`src/rtl/dcbs_consts.svh`:
```
`ifndef DCBS_CONSTS_SVH
`define DCBS_CONSTS_SVH

// Overview of operation
// - Any master reset cause restarts the whole boot sequence.
// - Master boot begins when the internal reset falls inactive.
// - Control and analog sides stay in reset until master releases them.
// - Device init, then master init, then release control and analog bus.
// - Control boot runs concurrently with master boot once released.
// - Control processor idles after its init until the wake interrupt.
// - After release, sample four straps; msb strap forms bit 3.
// - Mode 0 loads over parallel pins.
// - Mode 1 branches into master RAM.
// - Mode 2 loads over async serial, sync serial or two-wire unit.
// - Mode 3 loads over master CAN.
// - Mode 4 loads over master Ethernet.
// - Mode 7 branches directly to master flash.
// - Mode 9 sync serial master load; mode 10 two-wire master load.
// - Modes 5, 8, 11 to 15 fall back to boot-to-flash.
// - Mode 6 boots from OTP only on test grade, else flash.
// - Revision 0 ignores msb strap and lacks modes 8 to 15.
// - Revision A may remap the four strap inputs to other pins.
// - Flash branch without valid code faults and loops reset until debug.
// - In mode 2 sync serial and two-wire units act as slaves.

// =====================================================================
// Phase counter start values; each phase lasts one system clock cycle more
`define DCBS_DEV_INIT_CYC 8'h10
`define DCBS_MST_INIT_CYC 8'h10
`define DCBS_CTRL_INIT_CYC 8'h10
`define DCBS_FAULT_HOLD_CYC 8'h08

// =====================================================================
// Mode numbers formed from the straps
`define DCBS_MODE_PARALLEL 4'h0
`define DCBS_MODE_RAM 4'h1
`define DCBS_MODE_SERIAL 4'h2
`define DCBS_MODE_CAN 4'h3
`define DCBS_MODE_ENET 4'h4
`define DCBS_MODE_OTP 4'h6
`define DCBS_MODE_FLASH 4'h7
`define DCBS_MODE_SSI_MST 4'h9
`define DCBS_MODE_I2C_MST 4'hA

`endif

```
`src/rtl/dcbs_pkg.sv`:
```
package dcbs_pkg;

    // =================================================================
    // Master boot phases
    typedef enum logic [3:0] {
        ST_RST,
        ST_DEV_INIT,
        ST_MST_INIT,
        ST_SAMPLE,
        ST_BRANCH,
        ST_RUN,
        ST_FAULT,
        ST_HALT
    } dcbs_state_t;

    // Control side phases
    typedef enum logic [1:0] {
        C_HELD,
        C_INIT,
        C_IDLE,
        C_RUN
    } dcbs_ctrl_t;

    // Resolved master boot source
    typedef enum logic [3:0] {
        SRC_PARALLEL,
        SRC_RAM,
        SRC_SERIAL_ANY,
        SRC_CAN,
        SRC_ENET,
        SRC_OTP,
        SRC_FLASH,
        SRC_SSI_MASTER,
        SRC_I2C_MASTER
    } dcbs_src_t;

    // =================================================================
    // Reset causes of the master side, one-cycle or level requests
    typedef struct packed {
        logic por;
        logic ext;
        logic dbg;
        logic sw;
        logic wdog;
        logic nmi_wdog;
    } dcbs_cause_t;

    // Captured boot selection
    typedef struct packed {
        logic [3:0] num;
        dcbs_src_t src;
        logic serial_slave;
        logic valid;
    } dcbs_sel_t;

    // Whole state of the sequencer
    typedef struct packed {
        dcbs_state_t st;
        dcbs_ctrl_t cst;
        logic [7:0] cnt;
        logic [7:0] ccnt;
        logic rst_q;
        logic mst_rel;
        logic ctrl_rel;
        logic anlg_rel;
        logic idle;
        logic start;
        logic fault;
        dcbs_sel_t sel;
    } dcbs_regs_t;

    // Synchroniser stages
    typedef struct packed {
        logic [7:0] s1;
        logic [7:0] s2;
    } dcbs_sync_t;

endpackage

```
`src/rtl/dcbs_sync.sv`:
```
`timescale 1ns/1ps

module dcbs_sync (
    // Clock and reset
    input wire logic clk_sys_in,
    input wire logic sys_rst_in,
    // Raw pins and synchronised copy
    input wire logic [7:0] pins_in,
    output logic [7:0] pins_out
);

    dcbs_pkg::dcbs_sync_t q_q;
    dcbs_pkg::dcbs_sync_t q_d;

    // =================================================================
    // Two stages; first stage feeds only the second
    always_comb begin
        q_d = q_q;
        q_d.s1 = pins_in;
        q_d.s2 = q_q.s1;
    end

    // State register
    always_ff @(posedge clk_sys_in) begin
        if (sys_rst_in) begin
            q_q <= '0;
        end else begin
            q_q <= q_d;
        end
    end

    assign pins_out = q_q.s2;

endmodule

```
`src/rtl/dcbs_top.sv`:
```
`timescale 1ns/1ps
`include "dcbs_consts.svh"

module dcbs_top (
    // Clock and reset
    input wire logic clk_sys_in,
    input wire logic sys_rst_in,
    // Master reset causes
    input wire dcbs_pkg::dcbs_cause_t rst_cause_in,
    // Default strap pins
    input wire logic strap_pin_a_in,
    input wire logic strap_pin_b_in,
    input wire logic strap_pin_c_in,
    input wire logic strap_pin_d_in,
    // Alternate strap pins, msb first
    input wire logic [3:0] alt_strap_in,
    // Device options
    input wire logic silicon_rev_a_in,
    input wire logic alt_pins_en_in,
    input wire logic test_grade_in,
    // Flash and debug status
    input wire logic flash_valid_in,
    input wire logic debug_session_in,
    // Wake request from master to control
    input wire logic master_to_control_wake_irq_in,
    // Subsystem resets
    output logic master_rst_out,
    output logic control_rst_out,
    output logic analog_rst_out,
    output logic analog_interface_bus_rst_out,
    // Control processor state
    output logic ctrl_idle_out,
    // Boot selection
    output dcbs_pkg::dcbs_sel_t boot_sel_out,
    // Events
    output logic boot_start_out,
    output logic hard_fault_out
);

    // =================================================================
    // Declarations
    dcbs_pkg::dcbs_regs_t q_q;
    dcbs_pkg::dcbs_regs_t q_d;
    logic [7:0] pins_sync;
    logic int_rst;
    logic boot_sel_msb;
    logic boot_sel_bit2;
    logic boot_sel_bit1;
    logic boot_sel_lsb;
    logic [3:0] mode_num;
    dcbs_pkg::dcbs_src_t mode_src;

    // =================================================================
    // Mode decoder, used only by the sequencer; the checks do not call it
    function automatic dcbs_pkg::dcbs_src_t dcbs_decode(
        input logic [3:0] num,
        input logic rev_a,
        input logic test_grade
    );
        dcbs_pkg::dcbs_src_t s;
        s = dcbs_pkg::SRC_FLASH;
        case (num)
            `DCBS_MODE_PARALLEL: begin
                s = dcbs_pkg::SRC_PARALLEL;
            end
            `DCBS_MODE_RAM: begin
                s = dcbs_pkg::SRC_RAM;
            end
            `DCBS_MODE_SERIAL: begin
                s = dcbs_pkg::SRC_SERIAL_ANY;
            end
            `DCBS_MODE_CAN: begin
                s = dcbs_pkg::SRC_CAN;
            end
            `DCBS_MODE_ENET: begin
                s = dcbs_pkg::SRC_ENET;
            end
            `DCBS_MODE_OTP: begin
                // Other grades fall back to flash
                if (test_grade) begin
                    s = dcbs_pkg::SRC_OTP;
                end
            end
            `DCBS_MODE_FLASH: begin
                s = dcbs_pkg::SRC_FLASH;
            end
            `DCBS_MODE_SSI_MST: begin
                if (rev_a) begin
                    s = dcbs_pkg::SRC_SSI_MASTER;
                end
            end
            `DCBS_MODE_I2C_MST: begin
                if (rev_a) begin
                    s = dcbs_pkg::SRC_I2C_MASTER;
                end
            end
            default: begin
                s = dcbs_pkg::SRC_FLASH;
            end
        endcase
        return s;
    endfunction

    // =================================================================
    // Straps are board pins, so they cross into the clock domain first
    dcbs_sync u_sync (
        .clk_sys_in(clk_sys_in),
        .sys_rst_in(sys_rst_in),
        .pins_in({strap_pin_a_in, strap_pin_b_in, strap_pin_c_in,
                  strap_pin_d_in, alt_strap_in}),
        .pins_out(pins_sync)
    );

    // Pin set choice only exists on the later revision
    always_comb begin
        if (silicon_rev_a_in && alt_pins_en_in) begin
            {boot_sel_msb, boot_sel_bit2, boot_sel_bit1, boot_sel_lsb} =
                pins_sync[3:0];
        end else begin
            {boot_sel_msb, boot_sel_bit2, boot_sel_bit1, boot_sel_lsb} =
                pins_sync[7:4];
        end
    end

    // Mode number, msb ignored on the first revision
    assign mode_num = {boot_sel_msb & silicon_rev_a_in,
                       boot_sel_bit2, boot_sel_bit1, boot_sel_lsb};
    assign mode_src = dcbs_decode(mode_num, silicon_rev_a_in,
                                  test_grade_in);

    // Any cause holds the master side in reset
    assign int_rst = |rst_cause_in;

    // =================================================================
    // Next state
    always_comb begin
        q_d = q_q;
        q_d.rst_q = int_rst;
        q_d.start = 1'b0;
        q_d.fault = 1'b0;

        // Control side advances on its own once released
        case (q_q.cst)
            dcbs_pkg::C_HELD: begin
                q_d.idle = 1'b0;
            end
            dcbs_pkg::C_INIT: begin
                if (q_q.ccnt == 8'h00) begin
                    q_d.cst = dcbs_pkg::C_IDLE;
                    q_d.idle = 1'b1;
                end else begin
                    q_d.ccnt = q_q.ccnt - 8'h01;
                end
            end
            dcbs_pkg::C_IDLE: begin
                // An early wake is lost; idle only ends on a fresh one
                if (master_to_control_wake_irq_in) begin
                    q_d.cst = dcbs_pkg::C_RUN;
                    q_d.idle = 1'b0;
                end
            end
            dcbs_pkg::C_RUN: begin
                q_d.idle = 1'b0;
            end
            default: begin
                q_d.cst = dcbs_pkg::C_HELD;
            end
        endcase

        // Master phases; reset causes override everything
        if (int_rst) begin
            q_d.st = dcbs_pkg::ST_RST;
            q_d.mst_rel = 1'b0;
            q_d.ctrl_rel = 1'b0;
            q_d.anlg_rel = 1'b0;
            q_d.cst = dcbs_pkg::C_HELD;
            q_d.idle = 1'b0;
            q_d.cnt = 8'h00;
            q_d.sel = '0;
        end else begin
            case (q_q.st)
                dcbs_pkg::ST_RST: begin
                    // Start only on the falling edge of reset
                    if (q_q.rst_q) begin
                        q_d.st = dcbs_pkg::ST_DEV_INIT;
                        q_d.mst_rel = 1'b1;
                        q_d.start = 1'b1;
                        q_d.cnt = `DCBS_DEV_INIT_CYC;
                    end
                end
                dcbs_pkg::ST_DEV_INIT: begin
                    if (q_q.cnt == 8'h00) begin
                        q_d.st = dcbs_pkg::ST_MST_INIT;
                        q_d.cnt = `DCBS_MST_INIT_CYC;
                    end else begin
                        q_d.cnt = q_q.cnt - 8'h01;
                    end
                end
                dcbs_pkg::ST_MST_INIT: begin
                    if (q_q.cnt == 8'h00) begin
                        q_d.st = dcbs_pkg::ST_SAMPLE;
                        q_d.ctrl_rel = 1'b1;
                        q_d.anlg_rel = 1'b1;
                        q_d.cst = dcbs_pkg::C_INIT;
                        q_d.ccnt = `DCBS_CTRL_INIT_CYC;
                    end else begin
                        q_d.cnt = q_q.cnt - 8'h01;
                    end
                end
                dcbs_pkg::ST_SAMPLE: begin
                    // One capture per reset, held afterwards
                    q_d.sel.num = mode_num;
                    q_d.sel.src = mode_src;
                    q_d.sel.serial_slave =
                        (mode_src == dcbs_pkg::SRC_SERIAL_ANY);
                    q_d.sel.valid = 1'b1;
                    q_d.st = dcbs_pkg::ST_BRANCH;
                end
                dcbs_pkg::ST_BRANCH: begin
                    if (q_q.sel.src == dcbs_pkg::SRC_FLASH &&
                        !flash_valid_in) begin
                        q_d.fault = 1'b1;
                        q_d.mst_rel = 1'b0;
                        q_d.ctrl_rel = 1'b0;
                        q_d.anlg_rel = 1'b0;
                        q_d.cst = dcbs_pkg::C_HELD;
                        q_d.idle = 1'b0;
                        q_d.sel = '0;
                        q_d.cnt = `DCBS_FAULT_HOLD_CYC;
                        if (debug_session_in) begin
                            q_d.st = dcbs_pkg::ST_HALT;
                        end else begin
                            q_d.st = dcbs_pkg::ST_FAULT;
                        end
                    end else begin
                        q_d.st = dcbs_pkg::ST_RUN;
                    end
                end
                dcbs_pkg::ST_FAULT: begin
                    // Blank flash keeps cycling through reset
                    if (q_q.cnt == 8'h00) begin
                        q_d.st = dcbs_pkg::ST_DEV_INIT;
                        q_d.mst_rel = 1'b1;
                        q_d.start = 1'b1;
                        q_d.cnt = `DCBS_DEV_INIT_CYC;
                    end else begin
                        q_d.cnt = q_q.cnt - 8'h01;
                    end
                end
                dcbs_pkg::ST_HALT: begin
                    // Debugger owns the part; wait for its reset
                    q_d.st = dcbs_pkg::ST_HALT;
                end
                dcbs_pkg::ST_RUN: begin
                    q_d.st = dcbs_pkg::ST_RUN;
                end
                default: begin
                    q_d.st = dcbs_pkg::ST_RST;
                end
            endcase
        end
    end

    // =================================================================
    // State register; reset looks like a pending reset edge
    always_ff @(posedge clk_sys_in) begin
        if (sys_rst_in) begin
            q_q <= '0;
            q_q.rst_q <= 1'b1;
        end else begin
            q_q <= q_d;
        end
    end

    // Outputs straight from the state
    assign master_rst_out = ~q_q.mst_rel;
    assign control_rst_out = ~q_q.ctrl_rel;
    assign analog_rst_out = ~q_q.anlg_rel;
    assign analog_interface_bus_rst_out = ~q_q.anlg_rel;
    assign ctrl_idle_out = q_q.idle;
    assign boot_sel_out = q_q.sel;
    assign boot_start_out = q_q.start;
    assign hard_fault_out = q_q.fault;
endmodule

```
`config.mk`:
```
export PLATFORM = sky130hd
export DESIGN_NAME = dcbs_top
export DESIGN_NICKNAME = d
export VERILOG_FILES = /design/src/rtl/dcbs_pkg.sv /design/src/rtl/dcbs_sync.sv /design/src/rtl/dcbs_top.sv
export VERILOG_INCLUDE_DIRS = /design/src /design/src/rtl
export SDC_FILE = /design/constraint.sdc
export NUM_CORES = 1
export LEC_CHECK = 0
export ABC_AREA = 1
export BUFFER_PORTS_ARGS = -buffer_cell sky130_fd_sc_hd__buf_2
export CORE_MARGIN = 5
export CORE_UTILIZATION = 57
export CTS_CLUSTER_SIZE = 20
export DETAILED_ROUTE_END_ITERATION = 8
export PLACE_DENSITY = 0.78
export SLEW_MARGIN = 15
export SYNTH_ARGS = -nofsm -noshare
export SYNTH_HDL_FRONTEND = slang
export SYNTH_HIERARCHICAL = 1
export SYNTH_SLANG_ARGS = --single-unit
```
`constraint.sdc`:
```
create_clock -name clk_sys_in -period 1.7 [get_ports clk_sys_in]
set_input_delay 0.085 -clock clk_sys_in [delete_from_list [all_inputs] [get_ports clk_sys_in]]
set_output_delay 0.085 -clock clk_sys_in [all_outputs]
set_load 0.03 [all_outputs]
```
==> results.toml <==
[power_and_ir_drop]
p_per_area_nw_per_um2 = 698
internal_power_mw = 1.62
p_clk_share_pct = 35.4
combinationalPowerShare_pct = 5.5
seqPwrFrac_pct = 59.2
ir_drop_v = 0.000444
leakage_nw = 1.47
p_switching_uw = 515
swShare_pct = 24.1

[grt]
grt_pass1_vias = 2174
grt_max_degree = 20
grtUsageTotal_pct = 18.3
grt_overflow = 0
grt_pass1_wl_mm = 9.20
antenna_found_initial = 0

[clocking]
clockRootBuffer = "clkbuf_8"
cts.clk_slew.worst_paths_ns = 0.10
cts_max_path_buffers = 2
cts_made_buffers = 5
postCtsSetupBuffers = 0
cts_tree = "done"
clk_latency_ns = 0.31
cts.sinks = 53
htreeDepth = 2

[routing]
drc = 0
wl_per_cell_um = 11.3
first_pass_iters = 4
num_vias = 2300
wl_mm = 5.23
drtAntennaViolNets = 0
avgViaCountPerCell = 4.95
drtIter0Drc = 58

[final_layout]
final_nets = 437
fillers = 393
final_cells = 465
diodes = 0
synthToLayoutAreaGrowth_pct = 14.1
drive_above_1_share_pct = 24.6

[timing]
setup_viol = 0
setup_ws_ns = 0.0913
worstMarginPinSlew_ns = 0.407
finalCriticalPeriod_ns = 1.61
max_freq_mhz = 622
hold_violations = 0
relSlewSlack_pct = 72.8
fin_crit_sh_pct = 94.6
drv_slew = 0
hold_slack_ns = 0.0752
fin_skew_ns = 0.00525
grt_setup_unrepaired = "true"

[yosys]
synth_xor_xnor_area_share_pct = 2.29
ys_async_sr_fraction_pct = 0
ys_types = 34
syn_avg_cell_area_um2 = 7.27
ys_seq_elements = 53
synthAdderAreaFrac_pct = 2.33
synth_area_leaders = "dfxtp_1, nand2_1, inv_1"
yosysMostFrequentCell = "nand2_1"
yosysSeqAreaShare_pct = 39.6
synth_top_area_share_pct = 39.6
yosysWarnings = 6
syn_inst = 369
synth_edf_count = 0
synthSimpleGateAreaFrac_pct = 33.7
syn_nets = 396
synth_top_family_by_area = "simple AND/OR/NAND/NOR gates"
synth_ff_type = "dfxtp_1"
synth_compound_area_share_pct = 8.03
synth_common_cells = "nand2_1, inv_1, dfxtp_1"
yosysTopAreaCell = "dfxtp_1"
synthMuxAreaShare_pct = 0
netlist_area_um2 = 2680

[floorplanning]
pin_count = 39
initial_core_util_pct = 57.9
die-area_um2 = 6180
coreArea_um2 = 4630
die_w_um = 78.6
rows = 25
die_h_um = 78.6

[worst_setup_path]
required_ns = 1.95
endpoint_kind = "flip-flop"
cp-start-kind = "flip-flop"
cp_max_fo = 4
crit_type = "reg2reg"
crit_arrival_ns = 1.86

[placement]
gp_congestion = 0.915
pre_cts_slack_ns = -0.0163
hpwl_mm = 3.91
dp_cells = 448
io_buffer_count = 38

[hold_path]
hold_path_class = "in2reg"

[flow_run]
drv_cap = 0

[outcome]
status = "complete, no violations"
-- power groups by stage --
stage,combinational (mW),sequential [mW],clock [mW]
finish,0.117,1.26,0.755
detailed placement,0.103,1.29,0
global placement,0.100,1.29,0
floorplan,0.0674,1.29,0
CTS,0.117,1.26,0.771
global route,0.135,1.27,0.811
-- cells in the final DEF (no fill, tap or decap), drive strengths merged --
cell type    count
nand2           79
inv             66
nor2            59
dfxtp           53
buf             42
nand3           35
o21ai           17
a21oi           13
dlygate4sd3      8
nor3             6
nand4            5
xor2             5
clkbuf           5
ha               5
o31ai            4
nand3b           3
xnor2            2
o21bai           1
a41oi            1
or2              1
clkinv           1
-- final cells by class --
class | count | area, um^2 | share of cell area (%)
multi-input cells | 236 | 1290 | 42.1
repair buffers | 50 | 300 | 9.82
inverters | 64 | 243 | 7.93
well taps | 54 | 67.6 | 2.21
clock inverters | 3 | 28.8 | 0.941
flip-flops and latches | 53 | 1060 | 34.8
clock buffers | 5 | 68.8 | 2.25
-- final timing paths --
kind                                 start                  to  slack [ns]  depth (start not counted)
max                                q_q[26]             q_q[35]        0.09                         10
min          master_to_control_wake_irq_in       ctrl_idle_out        0.08                          4
max reg2reg                        q_q[26]             q_q[35]        0.09                         10
min reg2reg                  u_sync/q_d[3]  u_sync/pins_out[3]        0.41                          2
-- logic make-up after synthesis --
group	count (synthesis)
AND/OR/NAND/NOR	187
flip-flops	53
XOR/XNOR	7
adder cells (fa/ha/maj)	5
buffers and inverters	81
AO/OA/AOI/OAI	36
-- critical path, stage by stage (launching register included) --
cell,delay (ns)
dfxtp_2,0.35
inv_2,0.08
ha_4,0.14
inv_1,0.04
nor2_2,0.11
nand2_2,0.11
o21bai_2,0.22
nand2_1,0.13
nor2_2,0.16
nand2_1,0.08
a21oi_1,0.13
-- what timing repair did --
| action | in CTS | in global routing |
|---|---|---|
| pin swaps | 2 | 4 |
| resized for setup | 1 | 11 |
| gates cloned | 0 | 1 |
| setup endpoints to repair | 3 | 18 |
| endpoints found under the hold margin | 8 | 0 |
| hold buffers | 8 | 0 |
-- stage by stage --
| stage | setup TNS [ns] | utilization (%) | power, mW | area [um^2] |
|---|---|---|---|---|
| floorplan | 0 | - | 1.36 | 2680 |
| global placement | 0 | 61.2 | 1.39 | 2840 |
| detailed placement | -0.0365 | 61.2 | 1.40 | 2840 |
| CTS | 0 | 65.1 | 2.15 | 3020 |
| global route | -0.0637 | 66.1 | 2.21 | 3060 |
| finish | 0 | 66.1 | 2.14 | 3060 |
-- routing by layer --
layer | share of wire (%) | global-route usage (%)
met5 | 0 | 0
met2 | 45 | 30.4
met1 | 47 | 22.7
met3 | 5.7 | 4.82
met4 | 1.6 | 6.29
-- state kept, by name, indices dropped and copies added (netlist names) --
name and count:
q_q 24, boot_sel_out 10, hard_fault_out 1, u_sync/pins_out 8, ctrl_idle_out 1, u_sync/q_d 8, boot_start_out 1
Power figures use the tool's default switching activity.
